===== config.mk =====
export PLATFORM = sky130hd
export DESIGN_NAME = obdcfg_core
export DESIGN_NICKNAME = d
export VERILOG_FILES = /design/src/verilog/obdcfg_pkg.sv /design/src/verilog/obdcfg_core.sv
export SDC_FILE = /design/constraint.sdc
export NUM_CORES = 1
export LEC_CHECK = 0
export ABC_AREA = 0
export ABC_CLOCK_PERIOD_IN_PS = 6290
export BUFFER_PORTS_ARGS = -buffer_cell sky130_fd_sc_hd__buf_2
export CAP_MARGIN = 20
export CORE_ASPECT_RATIO = 1.75
export CORE_UTILIZATION = 50
export DETAILED_ROUTE_END_ITERATION = 10
export PLACE_DENSITY = 0.85
export RECOVER_POWER = 25
export REMOVE_ABC_BUFFERS = 1
export SLEW_MARGIN = 20
export SYNTH_ARGS = -nofsm -noshare
export SYNTH_HDL_FRONTEND = slang
export SYNTH_SLANG_ARGS = --single-unit

===== constraint.sdc =====
create_clock -name CLK_SYS -period 6.29 [get_ports CLK_SYS]
set_input_delay 0.9435 -clock CLK_SYS [delete_from_list [all_inputs] [get_ports CLK_SYS]]
set_output_delay 0.9435 -clock CLK_SYS [all_outputs]
set_load 0.02 [all_outputs]

===== src/verilog/obdcfg_pkg.sv =====
// How it works
// data limited to seven bytes each way; long mode sends eight, receives unlimited.
// accept and show a reply only when its destination equals the receive address.
// automatic mode derives the receive address from headers, not under J1939.
// adaptive timeout follows measured replies and never exceeds the programmed timeout.
// three adaptive settings: off, normal (default), aggressive.
// under J1939 adaptive timing is ignored and a fixed timeout applies.
// every message is stored; only its first twelve bytes are kept.
// a dump request, any time, outputs a length byte then twelve buffer bytes; a request during a running dump is ignored.
// the length byte is the true received count modulo 256.
// skip-init activates the protocol with no initiation or handshake.
// trial rate is 4000 kbps divided by the divisor argument.
// divisor request: OK at old rate, wait, identity at new rate, await reply.
// host checks the identity and sends one carriage return only if error-free.
// carriage return keeps the new rate; silence until timeout reverts it.
// adopted rate survives defaults and warm restart, not reset or full reset.
// handshake timeout is argument times 5.0 ms, default 0F, 00 means 256.
// auto-format inserts PCI, strips PCI and padding, drops bad PCI unless monitoring.
// multi-frame replies print total length, then numbered segments.
// a First Frame triggers a Flow Control when flow-control-auto is on.
// remote frames hidden with auto-format on, printed as RTR when off.
// auto-format off prints all bytes, sends host bytes, pads to eight.
// headers shown with auto-format prints raw; sending still adds PCI and padding.
// commands run after the carriage return; setting changes answer OK.
// flow-control-auto defaults on; no flow control while monitoring.
package obdcfg_pkg;
   localparam int         CLK_MHZ        = 100;
   localparam int         HS_STEP_US     = 5000;  // 5.0 ms
   localparam int         HS_STEP_CYCLES = HS_STEP_US * CLK_MHZ;
   localparam int         SWITCH_US      = 2000;
   localparam int         SWITCH_CYCLES  = SWITCH_US * CLK_MHZ;
   localparam int         BUF_DEPTH      = 12;
   localparam logic [7:0] HS_ARG_DFLT    = 8'h0F;
   localparam logic [8:0] HS_STEPS_MAX   = 9'h100;
   localparam logic [7:0] RESP_TO_DFLT   = 8'h32;
   localparam logic [7:0] J1939_TO       = 8'h4B;
   localparam logic [7:0] DIV_DFLT       = 8'h68;
   localparam logic [7:0] RX_ADDR_DFLT   = 8'hF1;
   localparam logic [3:0] STD_MAX        = 4'h7;
   localparam logic [3:0] LONG_MAX       = 4'h8;
   localparam logic [4:0] CAN_BYTES      = 5'h08;
   localparam logic [3:0] PCI_SINGLE     = 4'h0;
   localparam logic [3:0] PCI_FIRST      = 4'h1;
   localparam logic [3:0] PCI_CONSEC     = 4'h2;
   localparam logic [3:0] PCI_FLOW       = 4'h3;
   typedef enum logic [4:0] {
      CMD_LONG_MESSAGE_ENABLE  = 5'h00, CMD_STANDARD_LENGTH_MODE = 5'h01,
      CMD_AUTOMATIC_RX_ADDRESS = 5'h02, CMD_SET_RX_ADDRESS       = 5'h03,
      CMD_RESPONSE_TIMEOUT     = 5'h04, CMD_ADAPTIVE_OFF         = 5'h05,
      CMD_ADAPTIVE_NORMAL      = 5'h06, CMD_ADAPTIVE_AGGRESSIVE  = 5'h07,
      CMD_HISTORY_DUMP         = 5'h08, CMD_SKIP_INIT            = 5'h09,
      CMD_SERIAL_DIVISOR_TRY   = 5'h0A, CMD_RATE_HS_TIMEOUT      = 5'h0B,
      CMD_AUTOFORMAT_OFF       = 5'h0C, CMD_AUTOFORMAT_ON        = 5'h0D,
      CMD_FLOW_AUTO_OFF        = 5'h0E, CMD_FLOW_AUTO_ON         = 5'h0F,
      CMD_SHOW_HEADERS_OFF     = 5'h10, CMD_SHOW_HEADERS_ON      = 5'h11,
      CMD_RESTORE_DEFAULTS     = 5'h12, CMD_WARM_RESTART         = 5'h13,
      CMD_FULL_RESET           = 5'h14
   } obdcfg_cmd_e;
   typedef enum logic [1:0] {
      ADAPT_OFF = 2'h0, ADAPT_NORMAL = 2'h1, ADAPT_AGGR = 2'h2
   } obdcfg_adapt_e;
   typedef enum logic [1:0] {
      HS_IDLE = 2'h0, HS_SWITCH = 2'h1, HS_AWAIT = 2'h2
   } obdcfg_hs_e;
   typedef enum logic [1:0] {
      DMP_IDLE = 2'h0, DMP_LEN = 2'h1, DMP_DATA = 2'h2
   } obdcfg_dmp_e;
endpackage


===== src/verilog/obdcfg_core.sv =====
module obdcfg_core #(
   parameter int HS_STEP_CYCLES = obdcfg_pkg::HS_STEP_CYCLES,
   parameter int SWITCH_CYCLES  = obdcfg_pkg::SWITCH_CYCLES
) (
   // clock, reset, enable
   input  wire logic        CLK_SYS,
   input  wire logic        RST,
   input  wire logic        CE,
   // parsed command, presented once its carriage return is seen
   input  wire logic        CMD_VALID,
   input  wire logic [4:0]  CMD_CODE,
   input  wire logic [7:0]  CMD_ARG,
   output logic             CMD_OK,
   output logic             CMD_ERR,
   // protocol context
   input  wire logic        PROTO_J1939,
   input  wire logic        MONITOR,
   input  wire logic        HDR_CHANGED,
   input  wire logic [7:0]  HDR_SOURCE,
   output logic             PROTO_UP_NOINIT,
   // vehicle messages
   input  wire logic        RX_MSG_START,
   input  wire logic [7:0]  RX_DEST,
   output logic             RX_ACCEPT,
   output logic [7:0]       RX_ADDR,
   input  wire logic        MSG_START,
   input  wire logic        MSG_BYTE_VALID,
   input  wire logic        MSG_IS_RX,
   input  wire logic [7:0]  MSG_BYTE,
   output logic             RX_TOO_LONG,
   output logic             LONG_MESSAGE_ENABLE,
   // send request
   input  wire logic        TX_REQ,
   input  wire logic [3:0]  TX_LEN,
   output logic             TX_ACCEPT,
   output logic             TX_ADD_PCI,
   output logic [4:0]       TX_PAD,
   // response timing
   input  wire logic        RESP_SEEN,
   input  wire logic [7:0]  RESP_TIME,
   output logic [7:0]       TIMEOUT_EFF,
   // history dump stream
   input  wire logic        DUMP_READY,
   output logic             DUMP_VALID,
   output logic [7:0]       DUMP_BYTE,
   // serial rate trial
   input  wire logic        HOST_CR,
   output logic [7:0]       BAUD_DIV,
   output logic             SEND_ID,
   // CAN frame received
   input  wire logic        CAN_FRAME,
   input  wire logic        CAN_RTR,
   input  wire logic [3:0]  CAN_DLC,
   input  wire logic [7:0]  CAN_PCI,
   input  wire logic [7:0]  CAN_PCI_NEXT,
   output logic             CAN_AUTOFORMAT,
   output logic             CAN_PRINT,
   output logic             CAN_STRIP,
   output logic             CAN_DATA_ERR,
   output logic             CAN_RTR_PRINT,
   output logic             CAN_LEN_LINE,
   output logic [11:0]      CAN_TOTAL_LEN,
   output logic             CAN_SEG,
   output logic [3:0]       CAN_SEG_NUM,
   output logic             CAN_SEND_FC
);

   obdcfg_pkg::obdcfg_cmd_e   cmd;
   obdcfg_pkg::obdcfg_adapt_e adapt_mode;
   obdcfg_pkg::obdcfg_hs_e    hs_state;
   obdcfg_pkg::obdcfg_dmp_e   dmp_state;

   logic        cmd_go;
   logic        soft_dflt;
   logic        div_rst;
   logic        automatic_rx_address;
   logic        flow_control_auto;
   logic        show_headers;
   logic [7:0]  response_timeout;
   logic [7:0]  hs_arg;
   logic [7:0]  hist [obdcfg_pkg::BUF_DEPTH];
   logic [7:0]  hist_cnt;
   logic [3:0]  dmp_idx;
   logic [7:0]  base_div;
   logic [7:0]  trial_div;
   logic [23:0] hs_cnt;
   logic [8:0]  hs_steps;
   logic        pci_ok;
   logic        fmt_rx;
   logic [7:0]  adapt_tgt;

   function automatic logic [7:0] min8(input logic [7:0] a, input logic [7:0] b);
      min8 = (a < b) ? a : b;
   endfunction

   function automatic logic pci_valid(input logic [7:0] pci, input logic [3:0] dlc);
      unique case (pci[7:4])
         obdcfg_pkg::PCI_SINGLE: pci_valid = (pci[3:0] != 4'h0) &&
                                             (pci[3:0] <= obdcfg_pkg::STD_MAX) &&
                                             (pci[3:0] < dlc);
         obdcfg_pkg::PCI_FIRST:  pci_valid = (dlc == obdcfg_pkg::LONG_MAX);
         obdcfg_pkg::PCI_CONSEC: pci_valid = 1'b1;
         obdcfg_pkg::PCI_FLOW:   pci_valid = 1'b1;
         default:                pci_valid = 1'b0;
      endcase
   endfunction

   assign cmd       = obdcfg_pkg::obdcfg_cmd_e'(CMD_CODE);
   assign cmd_go    = CE && CMD_VALID;
   // a trial rate survives defaults and warm restart, only reset or full reset drop it
   assign div_rst   = RST || (cmd_go && cmd == obdcfg_pkg::CMD_FULL_RESET);
   assign soft_dflt = div_rst || (cmd_go && (cmd == obdcfg_pkg::CMD_RESTORE_DEFAULTS ||
                                             cmd == obdcfg_pkg::CMD_WARM_RESTART));
   assign pci_ok    = pci_valid(CAN_PCI, CAN_DLC);
   // shown headers override the receive-side formatting of data frames only; remote frames follow CAN_AUTOFORMAT
   assign fmt_rx    = CAN_AUTOFORMAT && !show_headers;
   // aggressive settles closer to the measured time
   assign adapt_tgt = (adapt_mode == obdcfg_pkg::ADAPT_AGGR) ?
                      min8(8'hFF - (RESP_TIME >> 3), RESP_TIME) + (RESP_TIME >> 3) :
                      min8(8'hFF - (RESP_TIME >> 1), RESP_TIME) + (RESP_TIME >> 1);

   // settings
   always_ff @(posedge CLK_SYS) begin
      if (soft_dflt) begin
         LONG_MESSAGE_ENABLE  <= 1'b0;
         automatic_rx_address <= 1'b1;
         adapt_mode           <= obdcfg_pkg::ADAPT_NORMAL;
         response_timeout     <= obdcfg_pkg::RESP_TO_DFLT;
         hs_arg               <= obdcfg_pkg::HS_ARG_DFLT;
         CAN_AUTOFORMAT       <= 1'b1;
         flow_control_auto    <= 1'b1;
         show_headers         <= 1'b0;
      end else if (cmd_go) begin
         unique case (cmd)
            obdcfg_pkg::CMD_LONG_MESSAGE_ENABLE:  LONG_MESSAGE_ENABLE  <= 1'b1;
            obdcfg_pkg::CMD_STANDARD_LENGTH_MODE: LONG_MESSAGE_ENABLE  <= 1'b0;
            obdcfg_pkg::CMD_AUTOMATIC_RX_ADDRESS: automatic_rx_address <= 1'b1;
            obdcfg_pkg::CMD_SET_RX_ADDRESS:       automatic_rx_address <= 1'b0;
            obdcfg_pkg::CMD_RESPONSE_TIMEOUT:     response_timeout     <= CMD_ARG;
            obdcfg_pkg::CMD_ADAPTIVE_OFF:         adapt_mode <= obdcfg_pkg::ADAPT_OFF;
            obdcfg_pkg::CMD_ADAPTIVE_NORMAL:      adapt_mode <= obdcfg_pkg::ADAPT_NORMAL;
            obdcfg_pkg::CMD_ADAPTIVE_AGGRESSIVE:  adapt_mode <= obdcfg_pkg::ADAPT_AGGR;
            obdcfg_pkg::CMD_RATE_HS_TIMEOUT:      hs_arg               <= CMD_ARG;
            obdcfg_pkg::CMD_AUTOFORMAT_OFF:       CAN_AUTOFORMAT       <= 1'b0;
            obdcfg_pkg::CMD_AUTOFORMAT_ON:        CAN_AUTOFORMAT       <= 1'b1;
            obdcfg_pkg::CMD_FLOW_AUTO_OFF:        flow_control_auto    <= 1'b0;
            obdcfg_pkg::CMD_FLOW_AUTO_ON:         flow_control_auto    <= 1'b1;
            obdcfg_pkg::CMD_SHOW_HEADERS_OFF:     show_headers         <= 1'b0;
            obdcfg_pkg::CMD_SHOW_HEADERS_ON:      show_headers         <= 1'b1;
            default: ;
         endcase
      end
   end

   // command answers: the trial gets its OK here, before any rate change
   always_ff @(posedge CLK_SYS) begin
      if (RST) begin
         CMD_OK          <= 1'b0;
         CMD_ERR         <= 1'b0;
         PROTO_UP_NOINIT <= 1'b0;
      end else if (CE) begin
         CMD_OK          <= 1'b0;
         CMD_ERR         <= 1'b0;
         PROTO_UP_NOINIT <= 1'b0;
         if (CMD_VALID) begin
            if (CMD_CODE > obdcfg_pkg::CMD_FULL_RESET ||
                (cmd == obdcfg_pkg::CMD_SERIAL_DIVISOR_TRY &&
                 (CMD_ARG == 8'h00 || hs_state != obdcfg_pkg::HS_IDLE)))
               CMD_ERR <= 1'b1;
            else if (cmd != obdcfg_pkg::CMD_HISTORY_DUMP)
               CMD_OK <= 1'b1;
            PROTO_UP_NOINIT <= (cmd == obdcfg_pkg::CMD_SKIP_INIT);
         end
      end
   end

   // receive address
   always_ff @(posedge CLK_SYS) begin
      if (soft_dflt) begin
         RX_ADDR <= obdcfg_pkg::RX_ADDR_DFLT;
      end else if (cmd_go && cmd == obdcfg_pkg::CMD_SET_RX_ADDRESS) begin
         RX_ADDR <= CMD_ARG;
      end else if (CE && automatic_rx_address && !PROTO_J1939 &&
                   (HDR_CHANGED || (cmd_go && cmd == obdcfg_pkg::CMD_AUTOMATIC_RX_ADDRESS))) begin
         RX_ADDR <= HDR_SOURCE;
      end
   end

   always_ff @(posedge CLK_SYS) begin
      if (RST) begin
         RX_ACCEPT <= 1'b0;
      end else if (CE) begin
         RX_ACCEPT <= RX_MSG_START && (RX_DEST == RX_ADDR);
      end
   end

   // send length check and padding
   always_ff @(posedge CLK_SYS) begin
      if (RST) begin
         TX_ACCEPT  <= 1'b0;
         TX_ADD_PCI <= 1'b0;
         TX_PAD     <= 5'h00;
      end else if (CE) begin
         TX_ACCEPT <= 1'b0;
         if (TX_REQ) begin
            TX_ACCEPT  <= (TX_LEN != 4'h0) && (TX_LEN <= (LONG_MESSAGE_ENABLE ?
                          obdcfg_pkg::LONG_MAX : obdcfg_pkg::STD_MAX));
            TX_ADD_PCI <= CAN_AUTOFORMAT;
            // trailing padding fills the frame to eight bytes in either mode
            if ({1'b0, TX_LEN} + {4'h0, CAN_AUTOFORMAT} <= obdcfg_pkg::CAN_BYTES)
               TX_PAD <= obdcfg_pkg::CAN_BYTES - {1'b0, TX_LEN} - {4'h0, CAN_AUTOFORMAT};
            else
               TX_PAD <= 5'h00;
         end
      end
   end

   // adaptive response timeout
   always_ff @(posedge CLK_SYS) begin
      if (soft_dflt) begin
         TIMEOUT_EFF <= obdcfg_pkg::RESP_TO_DFLT;
      end else if (CE) begin
         if (PROTO_J1939)
            TIMEOUT_EFF <= obdcfg_pkg::J1939_TO;
         else if (adapt_mode == obdcfg_pkg::ADAPT_OFF)
            TIMEOUT_EFF <= response_timeout;
         else if (RESP_SEEN && adapt_mode == obdcfg_pkg::ADAPT_AGGR)
            TIMEOUT_EFF <= min8(adapt_tgt, response_timeout);
         else if (RESP_SEEN)
            TIMEOUT_EFF <= min8(8'((({1'b0, TIMEOUT_EFF} + {1'b0, adapt_tgt}) >> 1)),
                                response_timeout);
         else if (TIMEOUT_EFF > response_timeout)
            TIMEOUT_EFF <= response_timeout;
      end
   end

   // message history; the count keeps running past the stored bytes
   always_ff @(posedge CLK_SYS) begin
      if (RST) begin
         hist_cnt    <= 8'h00;
         RX_TOO_LONG <= 1'b0;
      end else if (CE) begin
         RX_TOO_LONG <= 1'b0;
         if (MSG_START) begin
            hist_cnt <= 8'h00;
         end else if (MSG_BYTE_VALID) begin
            hist_cnt <= hist_cnt + 8'h01;
            RX_TOO_LONG <= MSG_IS_RX && !LONG_MESSAGE_ENABLE &&
                           (hist_cnt >= 8'(obdcfg_pkg::STD_MAX));
         end
      end
   end

   always_ff @(posedge CLK_SYS) begin
      if (CE && !MSG_START && MSG_BYTE_VALID && hist_cnt < 8'(obdcfg_pkg::BUF_DEPTH))
         hist[4'(hist_cnt)] <= MSG_BYTE;
   end

   // dump: length byte, then every location
   always_ff @(posedge CLK_SYS) begin
      if (RST) begin
         dmp_state  <= obdcfg_pkg::DMP_IDLE;
         dmp_idx    <= 4'h0;
         DUMP_VALID <= 1'b0;
         DUMP_BYTE  <= 8'h00;
      end else if (CE) begin
         unique case (dmp_state)
            obdcfg_pkg::DMP_IDLE: if (CMD_VALID && cmd == obdcfg_pkg::CMD_HISTORY_DUMP) begin
               dmp_state  <= obdcfg_pkg::DMP_LEN;
               DUMP_VALID <= 1'b1;
               DUMP_BYTE  <= hist_cnt;
            end
            obdcfg_pkg::DMP_LEN: if (DUMP_READY) begin
               dmp_state <= obdcfg_pkg::DMP_DATA;
               dmp_idx   <= 4'h0;
               DUMP_BYTE <= hist[0];
            end
            obdcfg_pkg::DMP_DATA: if (DUMP_READY) begin
               if (dmp_idx == 4'(obdcfg_pkg::BUF_DEPTH - 1)) begin
                  dmp_state  <= obdcfg_pkg::DMP_IDLE;
                  DUMP_VALID <= 1'b0;
               end else begin
                  dmp_idx   <= dmp_idx + 4'h1;
                  DUMP_BYTE <= hist[dmp_idx + 4'h1];
               end
            end
            default: dmp_state <= obdcfg_pkg::DMP_IDLE;
         endcase
      end
   end

   // serial rate trial; the uart divides its 4000 kbps base by BAUD_DIV
   always_ff @(posedge CLK_SYS) begin
      if (div_rst) begin
         hs_state  <= obdcfg_pkg::HS_IDLE;
         BAUD_DIV  <= obdcfg_pkg::DIV_DFLT;
         base_div  <= obdcfg_pkg::DIV_DFLT;
         trial_div <= obdcfg_pkg::DIV_DFLT;
         hs_cnt    <= 24'h000000;
         hs_steps  <= 9'h000;
         SEND_ID   <= 1'b0;
      end else if (CE) begin
         SEND_ID <= 1'b0;
         unique case (hs_state)
            obdcfg_pkg::HS_IDLE:
               if (CMD_VALID && cmd == obdcfg_pkg::CMD_SERIAL_DIVISOR_TRY && CMD_ARG != 8'h00) begin
                  trial_div <= CMD_ARG;
                  hs_cnt    <= 24'(SWITCH_CYCLES - 1);
                  hs_state  <= obdcfg_pkg::HS_SWITCH;
               end
            obdcfg_pkg::HS_SWITCH:
               if (hs_cnt == 24'h000000) begin
                  BAUD_DIV <= trial_div;
                  SEND_ID  <= 1'b1;
                  hs_cnt   <= 24'(HS_STEP_CYCLES - 1);
                  hs_steps <= (hs_arg == 8'h00) ? obdcfg_pkg::HS_STEPS_MAX : {1'b0, hs_arg};
                  hs_state <= obdcfg_pkg::HS_AWAIT;
               end else begin
                  hs_cnt <= hs_cnt - 24'h000001;
               end
            obdcfg_pkg::HS_AWAIT:
               if (HOST_CR) begin
                  base_div <= BAUD_DIV;
                  hs_state <= obdcfg_pkg::HS_IDLE;
               end else if (hs_cnt != 24'h000000) begin
                  hs_cnt <= hs_cnt - 24'h000001;
               end else if (hs_steps == 9'h001) begin
                  BAUD_DIV <= base_div;
                  hs_state <= obdcfg_pkg::HS_IDLE;
               end else begin
                  hs_steps <= hs_steps - 9'h001;
                  hs_cnt   <= 24'(HS_STEP_CYCLES - 1);
               end
            default: hs_state <= obdcfg_pkg::HS_IDLE;
         endcase
      end
   end

   // CAN frame handling
   always_ff @(posedge CLK_SYS) begin
      if (RST) begin
         CAN_PRINT     <= 1'b0;
         CAN_STRIP     <= 1'b0;
         CAN_DATA_ERR  <= 1'b0;
         CAN_RTR_PRINT <= 1'b0;
         CAN_LEN_LINE  <= 1'b0;
         CAN_TOTAL_LEN <= 12'h000;
         CAN_SEG       <= 1'b0;
         CAN_SEG_NUM   <= 4'h0;
         CAN_SEND_FC   <= 1'b0;
      end else if (CE) begin
         CAN_PRINT     <= 1'b0;
         CAN_STRIP     <= 1'b0;
         CAN_DATA_ERR  <= 1'b0;
         CAN_RTR_PRINT <= 1'b0;
         CAN_LEN_LINE  <= 1'b0;
         CAN_SEG       <= 1'b0;
         CAN_SEND_FC   <= 1'b0;
         if (CAN_FRAME && CAN_RTR) begin
            CAN_PRINT     <= !CAN_AUTOFORMAT;
            CAN_RTR_PRINT <= !CAN_AUTOFORMAT;
         end else if (CAN_FRAME) begin
            CAN_PRINT    <= !fmt_rx || pci_ok || MONITOR;
            CAN_STRIP    <= fmt_rx && pci_ok;
            CAN_DATA_ERR <= fmt_rx && !pci_ok && MONITOR;
            if (fmt_rx && pci_ok && CAN_PCI[7:4] == obdcfg_pkg::PCI_FIRST) begin
               CAN_LEN_LINE  <= 1'b1;
               CAN_TOTAL_LEN <= {CAN_PCI[3:0], CAN_PCI_NEXT};
               CAN_SEG       <= 1'b1;
               CAN_SEG_NUM   <= 4'h0;
            end
            if (fmt_rx && pci_ok && CAN_PCI[7:4] == obdcfg_pkg::PCI_CONSEC) begin
               CAN_SEG     <= 1'b1;
               CAN_SEG_NUM <= CAN_PCI[3:0];
            end
            // no flow control while monitoring, whatever the format setting
            CAN_SEND_FC <= flow_control_auto && !MONITOR &&
                           CAN_PCI[7:4] == obdcfg_pkg::PCI_FIRST;
         end
      end
   end
endmodule


* After elaboration in Yosys (flattened, before gate mapping)
Memories as Yosys holds them, arrays and structs flattened.
Index checks and enable logic that the tools add are counted.
** Cells by class
- $add $sub $neg :: 12
- $lt $le $gt $ge :: 12
- Eq/ne operators :: 47
- Multiplexer cells :: 94
- Bitwise gates (word level) :: 1
- Reductions and logical operators :: 99
** Operators by type and width (number)
- $mux 8 :: 22
- $mux 24 :: 5
- $pmux 24 s3 :: 1
- $mux 9 :: 5
- $eq 5x4->1 const B :: 8
- $lt 8x8->1 :: 4
- $logic_and 1x1->1 :: 31
- $mux 1 :: 31
- $eq 5x5->1 const B :: 5
- $reduce_and 5->1 :: 5
- $logic_not 24->1 :: 1
- $mux 4 :: 6
- $pmux 8 s3 :: 1
- $reduce_bool 2->1 :: 12
- $reduce_bool 24->1 :: 1
- $sub 24x1->24 const B :: 1
- $ne 2x2->1 const B :: 11
- $reduce_and 2->1 :: 11
- $eq 5x3->1 const B :: 4
- $mux 2 :: 9
- $pmux 2 s3 :: 3
- $pmux 9 s2 :: 1
- $reduce_and 6->1 :: 3
- $logic_not 8->1 :: 2
- 48 further kinds :: 82
** Storage, ports and cells
- Flip-flop bits (word level) :: 157
- Memory bits (writable) :: 96
- Bits of input ports :: 86
- Output and inout bits :: 71
- Word-level logic and storage cells :: 305
- Memories :: 1
** Memories
- hist :: depth 12, bits a word 8, read ports 2, clocked after memory_dff 0, wr ports 1, line obdcfg_core.sv:81 : logic [7:0] hist [obdcfg_pkg::BUF_DEPTH];

* Depth between registers and ports, before layout
Gate-level depths: netlist of run 1.
- Depth after elaboration :: 12
- Mapped depth :: 31
- Mapped depth without buffers :: 31

* Worst setup path after synthesis of run 1
OpenSTA, ideal clock, no wires.
- Path kind :: input-to-reg
- Start point :: input RESP_TIME[2]
- End point :: register TIMEOUT_EFF[5]
- Library setup time :: 122 ps
- Arrival :: 6370 ps
- Required time :: 6168 ps
- Setup slack :: -202 ps
- Stages :: 28
- Path buffers :: 0
- Cells stage by stage :: inv_1 -> ha_1 -> a21boi_0 -> o21a_1 -> o21ai_0 -> a21oi_1 -> nor2_1 -> o21ai_1 -> mux2i_1 -> ha_1 -> inv_1 -> fa_1 -> nor2b_1 -> o31a_1 -> o21ai_0 -> nor3b_1 -> o31a_1 -> ha_1 -> nor2_1 -> a311oi_1 -> xor2_1 -> ha_1 -> a21o_1 -> a2111oi_0 -> nand2_1 -> a21oi_1 -> nor3_1 -> a311o_1
** On the way
- Cells in the longest elaborated chain, start to end :: 12
- Elaborated cells on any way between the ends :: 17
- Classes of those cells :: add/sub: 4; order compare: 4; mux: 9
** RTL lines
- start: declaration :: line obdcfg_core.sv:40 : input wire logic [7:0] RESP_TIME,
- $sub 8x7->8 :: line obdcfg_core.sv:120 : min8(8'hFF - (RESP_TIME >> 1), RESP_TIME) + (RESP_TIME >> 1);
- $lt 8x8->1 :: line obdcfg_core.sv:93 : min8 = (a < b) ? a : b;
- $mux 8 :: line obdcfg_core.sv:93
- $add 8x7->8 :: line obdcfg_core.sv:120
- $mux 8 (*) :: line obdcfg_core.sv:118 : assign adapt_tgt = (adapt_mode == obdcfg_pkg::ADAPT_AGGR) ?
- $add 8x8->9 :: line obdcfg_core.sv:230 : TIMEOUT_EFF <= min8(8'((({1'b0, TIMEOUT_EFF} + {1'b0, adapt_tgt}) >> 1)),
- $lt 8x8->1 :: line obdcfg_core.sv:93
- $mux 8 :: line obdcfg_core.sv:93
- $mux 8 :: line obdcfg_core.sv:229 : else if (RESP_SEEN)
- $mux 8 (*) :: line obdcfg_core.sv:227 : else if (RESP_SEEN && adapt_mode == obdcfg_pkg::ADAPT_AGGR)
- $mux 8 (*) :: line obdcfg_core.sv:225 : else if (adapt_mode == obdcfg_pkg::ADAPT_OFF)
- $mux 8 (*) :: line obdcfg_core.sv:223 : if (PROTO_J1939)
- end signal: assignment :: line obdcfg_core.sv:224 : TIMEOUT_EFF <= obdcfg_pkg::J1939_TO;
- end signal: assignment :: line obdcfg_core.sv:226 : TIMEOUT_EFF <= response_timeout;
- end signal: assignment :: line obdcfg_core.sv:228 : TIMEOUT_EFF <= min8(adapt_tgt, response_timeout);
- end: declaration :: line obdcfg_core.sv:41 : output logic [7:0] TIMEOUT_EFF,
Every way passes the cells marked *; elsewhere a longest branch is shown, timed or not.
A chain may end at the register's enable or synchronous reset.

* Final worst setup path of run 1
- Start point :: input RESP_TIME[1]
- End point :: register TIMEOUT_EFF[1]
Same word-level chain as after synthesis.

==> results of run 1 <==
-- cell families (layout without fill, tap and decap cells) --
group,Yosys count,after routing,synth area share
compound gates,354,354,0.169
xor+xnor,24,24,0.0154
fa+ha+maj,89,89,0.0834
buf+inv,115,323,0.0349
flops,253,253,0.443
mux,80,80,0.0810
simple gates,481,481,0.174
-- worst max-delay path, delay by kind of cell --
family / cells / cell delay (ps)
simple gates: 9 / 1090
fa+ha+maj: 4 / 1160
buf+inv: 5 / 610
compound gates: 11 / 2050
xor+xnor: 2 / 440
-- cell type report --
cell class              instances  area, um2
fillers                      2151      10600
multi-input cells            1028       7250
flip-flops and latches        253       6030
repair buffers                222       1260
clock buffers                  32        692
well taps                     324        405
inverters                      57        214
clock inverters                12        189
-- worst paths after layout --
kind,startpoint,to,slack (ps),cells past startpoint
worst min register to register,base_div[2]$_SDFFE_PP0P_,base_div[2]$_SDFFE_PP0P_,450,2
worst min-delay path,base_div[2]$_SDFFE_PP0P_,base_div[2]$_SDFFE_PP0P_,450,2
worst max-delay path,RESP_TIME[1],TIMEOUT_EFF[1]$_SDFFE_PP1P_,360,31
worst max register to register,adapt_mode[0]$_SDFFE_PP1P_,TIMEOUT_EFF[1]$_SDFFE_PP1P_,2130,17
-- timing repair --
action | CTS | global route
buffers inserted | 0 | 2
endpoints found under the setup margin | 0 | 8
resized for setup | 0 | 23
-- flip-flops by register name, indices dropped and copies added (netlist names), 2 cells and up --
signal	count
CAN_TOTAL_LEN	12
hist_cnt	8
dmp_state	2
response_timeout	8
dmp_idx	4
hs_steps	9
hs_arg	8
TIMEOUT_EFF	8
RX_ADDR	8
DUMP_BYTE	8
TX_PAD	5
adapt_mode	2
hs_state	2
hist	96
CAN_SEG_NUM	4
trial_div	8
BAUD_DIV	8
hs_cnt	24
base_div	8
-- layer usage --
metal	vias up	global-route usage	part of all wire
met5	-	0	0.00078
met4	6	0.174	0.063
met3	166	0.0392	0.065
met2	564	0.537	0.53
met1	5767	0.293	0.35
li1	5570	-	-
-- report_power, final --
part | switching, mW | internal (mW) | total, mW
combinational | 0.509 | 0.423 | 0.932
sequential | 0.0371 | 1.72 | 1.76
clock | 0.660 | 0.948 | 1.61
total | 1.21 | 3.09 | 4.30
-- cell usage in the layout, fill, tap and decap left out, types with 14 or more instances in the layout --
master | Yosys | layout
mux4_2 | 24 | 24
o21ai_0 | 81 | 79
a21oi_1 | 101 | 98
ha_1 | 86 | 83
nor3_1 | 20 | 19
dfxtp_1 | 157 | 156
and2_1 | 20 | 18
buf_2 | 11 | 147
buf_4 | 2 | 65
inv_1 | 56 | 56
a31oi_1 | 14 | 14
mux2i_1 | 55 | 55
edfxtp_1 | 96 | 96
nand3_1 | 44 | 44
nor2_1 | 141 | 138
nor4_1 | 18 | 18
o211ai_1 | 19 | 19
nor2b_1 | 19 | 19
nand2_1 | 138 | 136
clkbuf_16 | 0 | 25
-- per-stage QoR --
step / util / hold slack [ps] / power (mW) / setup slack, ps / setup TNS, ps
after global routing: 0.601 / 471 / 4.46 / -12.6 / -15.1
after detailed placement: 0.564 / 448 / 2.64 / -404 / -2400
final: 0.601 / 454 / 4.30 / 356 / 0
after CTS: 0.597 / 456 / 4.23 / 142 / 0
after global placement: 0.564 / 441 / 2.61 / -262 / -1430
after floorplan: - / 431 / 2.25 / -202 / -748
==> reports/qor.yml, run 1 <==
clock_network:
  cts_made_buffers: 24
  clkSinkCount: 253
  clock_latency_ps: 550
  cts_tree: "yes"
  root_buffer: "clkbuf_16"
  clk_pin_slew_ps: 70
  h-tree-depth: 1
  cts_buffer_depth: 3
  cts_hold_buf: 0
global_route:
  antenna_found_initial: 3
  grt_pass1_wl_um: 61200
  grt-ovfl-total: 0
  grt_max_degree: 35
  grt_pass1_vias: 11900
  grt_use_total: 0.283
placement:
  globalplace.congestion: 0.977
  dp.cells: 1882
  dpl.hpwl_um: 29300
  portBuffers: 156
  place_area_mm2: 0.0151
setup_path:
  crit_required_ps: 6680
  slowest_stage: "a2111oi_4"
  crit_path_end_kind: "register"
  arrival_ps: 6320
  slowest_delay_ps: 380
  criticalPathCategory: "in -> reg"
  critPathLaunchType: "primary input"
  path_common_cell: "ha_1"
  worstPathMaxFanout: 5
yosys:
  async_reset_ff_frac: 0
  ys_seq_area_frac: 0.443
  synth_cell_types: 87
  yosysMostFrequentCell: "dfxtp_1"
  yosysTopAreaCell: "dfxtp_1"
  ys_ff_latch: 253
  synth_top_area_share: 0.231
  syn_area_mm2: 0.0136
  synth.avg_cell_area_um2: 9.75
  yosys_warnings: 0
  synthTopCellsByArea: "dfxtp_1 23%, edfxtp_1 21%, ha_1 7.9%, mux2i_1 4.0%, mux4_2 4.0%"
  synthCells: 1396
  yosys_most_used_dff: "dfxtp_1"
  synth_common_cells: "157 x dfxtp_1, 141 x nor2_1, 138 x nand2_1"
  synth-edff-count: 96
die:
  start_util: 0.510
  die_x_um: 127
  dieArea_mm2: 0.0279
  row_count: 79
  ios: 157
  core_area_mm2: 0.0267
  fp.dieH_um: 220
detailed_routing:
  drtPass1Iterations: 6
  drtAntennaViolNets: 0
  via_per_inst: 6.26
  wl_um: 39800
  vias: 12100
  drc_errors: 0
  wl_per_cell_um: 20.6
  detail_route.iter0.violations: 979
timing:
  relSlewSlack: 0.118
  maxSlewViolCount: 0
  fin_skew_ps: 27.4
  finalHoldViolations: 0
  period_minus_slack_ps: 5930
  fin_crit_sh: 0.943
  tightestPinTransition_ps: 1320
  fmax_mhz: 169
  finalSetupViolCount: 0
power:
  pwr_density_cell_mw_per_mm2: 268
  leakage_nw: 6.29
  vdd_drop_max_v: 0.000229
cells_and_area:
  drive_above_1_share: 0.204
  num-nets-final: 1761
  areaGrowthSynthToFinish_pct: 17.8
  fin_cells: 1928
  antennaDiodeCount: 0
  fin_area_mm2: 0.0160
outcome:
  status: "complete, no violations"
job:
  cap_violations: 0
hold_path:
  min_path_type: "reg -> reg"
(Power assumes the default switching activity.)
==> run 2, diff against run 1 <==
--- a/config.mk
+++ b/config.mk
@@ -6,13 +6,13 @@
 export NUM_CORES = 1
 export LEC_CHECK = 0
 export ABC_AREA = 0
-export ABC_CLOCK_PERIOD_IN_PS = 6290
+export ABC_CLOCK_PERIOD_IN_PS = 5550
 export BUFFER_PORTS_ARGS = -buffer_cell sky130_fd_sc_hd__buf_2
 export CAP_MARGIN = 20
 export CORE_ASPECT_RATIO = 1.75
 export CORE_UTILIZATION = 50
 export DETAILED_ROUTE_END_ITERATION = 10
-export PLACE_DENSITY = 0.85
+export PLACE_DENSITY = 0.82
 export RECOVER_POWER = 25
 export REMOVE_ABC_BUFFERS = 1
 export SLEW_MARGIN = 20
==> constraint.sdc (replaced) <==
create_clock -name CLK_SYS -period 5.55 [get_ports CLK_SYS]
set_input_delay 0.8325 -clock CLK_SYS [delete_from_list [all_inputs] [get_ports CLK_SYS]]
set_output_delay 0.8325 -clock CLK_SYS [all_outputs]
set_load 0.02 [all_outputs]
==> run 2 against run 1 <==
Compared with the run above:
- the run now ends with setup timing left
- wire length rose by 1.4%
- via count fell by 0.30%
- global-route usage rose by 0.33 points
- clock power barely moved
- count of clock-buffer cells in the layout fell by 6
- sequential share of layout area fell by 0.86 points
- clock skew rose by 4.5 ps
==> reports/qor.yml, run 2 (synthesized netlist as in run 1, its figures left out) <==
timing:
  fin_crit_sh: 1.02
  fin_hold_ws_ps: 455
  rsz0062_at_grt: "yes"
  fmax_mhz: 176
  finalHoldViolations: 0
  period_minus_slack_ps: 5670
  tightestPinTransition_ps: 1090
  maxSlewViolCount: 0
  finalSetupViolCount: 7
  fin_skew_ps: 31.9
  postLayoutSetupSlackWorst_ps: -118
  relSlewSlack: 0.273
power:
  pwr_density_cell_mw_per_mm2: 294
  leakage_nw: 6.44
  vdd_drop_max_v: 0.000331
clock_network:
  cts_tree: "yes"
  clk_pin_slew_ps: 70
  clock_latency_ps: 560
  root_buffer: "clkbuf_16"
  clkSinkCount: 253
  cts_hold_buf: 0
  cts_buffer_depth: 3
  h-tree-depth: 1
  cts_made_buffers: 24
setup_path:
  crit_required_ps: 5990
  crit_path_end_kind: "register"
  critPathLaunch: "RESP_TIME[1]"
  timing.rr.start: "adapt_mode[1]$_SDFFE_PP0P_"
  critPathLaunchType: "primary input"
  slowest_stage: "fa_2"
  r2r_end: "TIMEOUT_EFF[0]$_SDFFE_PP0P_"
  criticalPathCategory: "in -> reg"
  path_common_cell: "buf_6"
  arrival_ps: 6110
  ff2ff_path_depth: 20
  worstPathMaxFanout: 5
  slowest_delay_ps: 400
  cp-endpoint: "TIMEOUT_EFF[0]$_SDFFE_PP0P_"
  rrSetupSlack_ps: 1340
detailed_routing:
  drc_errors: 0
  drtAntennaViolNets: 0
  drtPass1Iterations: 6
  wl_um: 40300
  vias: 12000
  wl_per_cell_um: 20.5
  detail_route.iter0.violations: 799
  via_per_inst: 6.13
cells_and_area:
  most-common-layout-cells: "156 x dfxtp_1, 145 x buf_2, 137 x nor2_1, 134 x nand2_1, 96 x edfxtp_1"
  drive_above_1_share: 0.239
  post-route-util: 0.615
  largest_reg_flops: 96
  num-nets-final: 1795
  largest_register: "hist"
  final_common_cell: "dfxtp_1"
  reg_top3: "hist: 96 flops, hs_cnt: 24 flops, CAN_TOTAL_LEN: 12 flops"
  areaGrowthSynthToFinish_pct: 20.6
die:
  ios: 157
  dieArea_mm2: 0.0279
  fp.dieH_um: 220
  row_count: 79
  core_area_mm2: 0.0267
  die_x_um: 127
  start_util: 0.510
outcome:
  status: "finished with violations"
  failed_checks: "setup timing"
global_route:
  grt_max_degree: 50
  antenna_found_initial: 2
  grt_pass1_vias: 12100
  grt-ovfl-total: 0
  grt_pass1_wl_um: 61900
  grt_use_total: 0.286
job:
  cap_violations: 0
placement:
  portBuffers: 156
  dpl.hpwl_um: 29600
  globalplace.congestion: 1.02
hold_path:
  min_path_type: "reg -> reg"
## run 2: cell count changes in the layout (fill, tap and decap cells not counted), moves of 4 or more
cell	previous run	this run
buf_4	65	91
buf_6	0	9
a21oi_1	98	92
a21oi_2	3	9
inv_1	56	51
o21ai_0	79	74
clkbuf_8	4	0
ha_4	0	4
## run 2: routing by layer
metal / vias to the layer above / global-route usage / share of wire
met5: - / 0 / 0.00057
met3: 179 / 0.0380 / 0.055
met4: 4 / 0.209 / 0.074
li1: 5617 / - / -
met2: 504 / 0.540 / 0.52
met1: 5733 / 0.287 / 0.35
## run 2: how the worst min path moves through the flow
stage	from	to	slack, ps	cells past startpoint
2_1_floorplan	trial_div[0]$_SDFFE_PP0P_	trial_div[0]$_SDFFE_PP0P_	430	2
3_3_place_gp	base_div[4]$_SDFFE_PP0P_	base_div[4]$_SDFFE_PP0P_	440	2
3_5_place_dp	TX_ADD_PCI$_SDFFE_PP0P_	TX_ADD_PCI$_SDFFE_PP0P_	450	2
4_1_cts	trial_div[2]$_SDFFE_PP0P_	trial_div[2]$_SDFFE_PP0P_	460	2
5_1_grt	TX_ADD_PCI$_SDFFE_PP0P_	TX_ADD_PCI$_SDFFE_PP0P_	460	2
6_report	trial_div[2]$_SDFFE_PP0P_	trial_div[2]$_SDFFE_PP0P_	450	2
## run 2: layout make-up
class / count / area, um2
fill: 2120 / 10300
multi-input combinational: 1028 / 7440
sequential: 253 / 6030
timing repair buffer: 256 / 1560
clock buffer: 26 / 608
tap: 324 / 405
inverter: 57 / 221
clock inverter: 18 / 149
antenna: 1 / 2.50
## run 2: per-stage QoR
step                power, mW  worst slack (ps)  setup TNS, ps  std cells  instance area, um2
finish                   4.83              -118           -718       1963               16400
global route             5.00              -417          -2880       1962               16400
CTS                      4.75              3.89              0       1953               16200
detailed placement       3.02             -1020          -7420       1904               15200
global placement         3.00              -929          -6640       1904               15200
floorplan                2.55              -831          -5580       1338               13400
## run 2: repair_timing
item / CTS / global route
pin swaps: 39 / 37
resized for setup: 55 / 28
setup endpoints to repair: 8 / 8
buffers inserted: 5 / 8
## run 2: worst max-delay path, delay by kind of cell
kind            cells  cell delay (ps)
compound gates     12             1930
xor+xnor            2              280
fa+ha+maj           5             1360
buf+inv             8              850
mux                 1              230
simple gates        6              630
## run 2: where the power goes
part	internal (mW)	leakage, nW	switching [mW]
registers	1.95	2.13	0.0452
logic	0.573	3.96	0.648
clock network	0.853	0.349	0.760
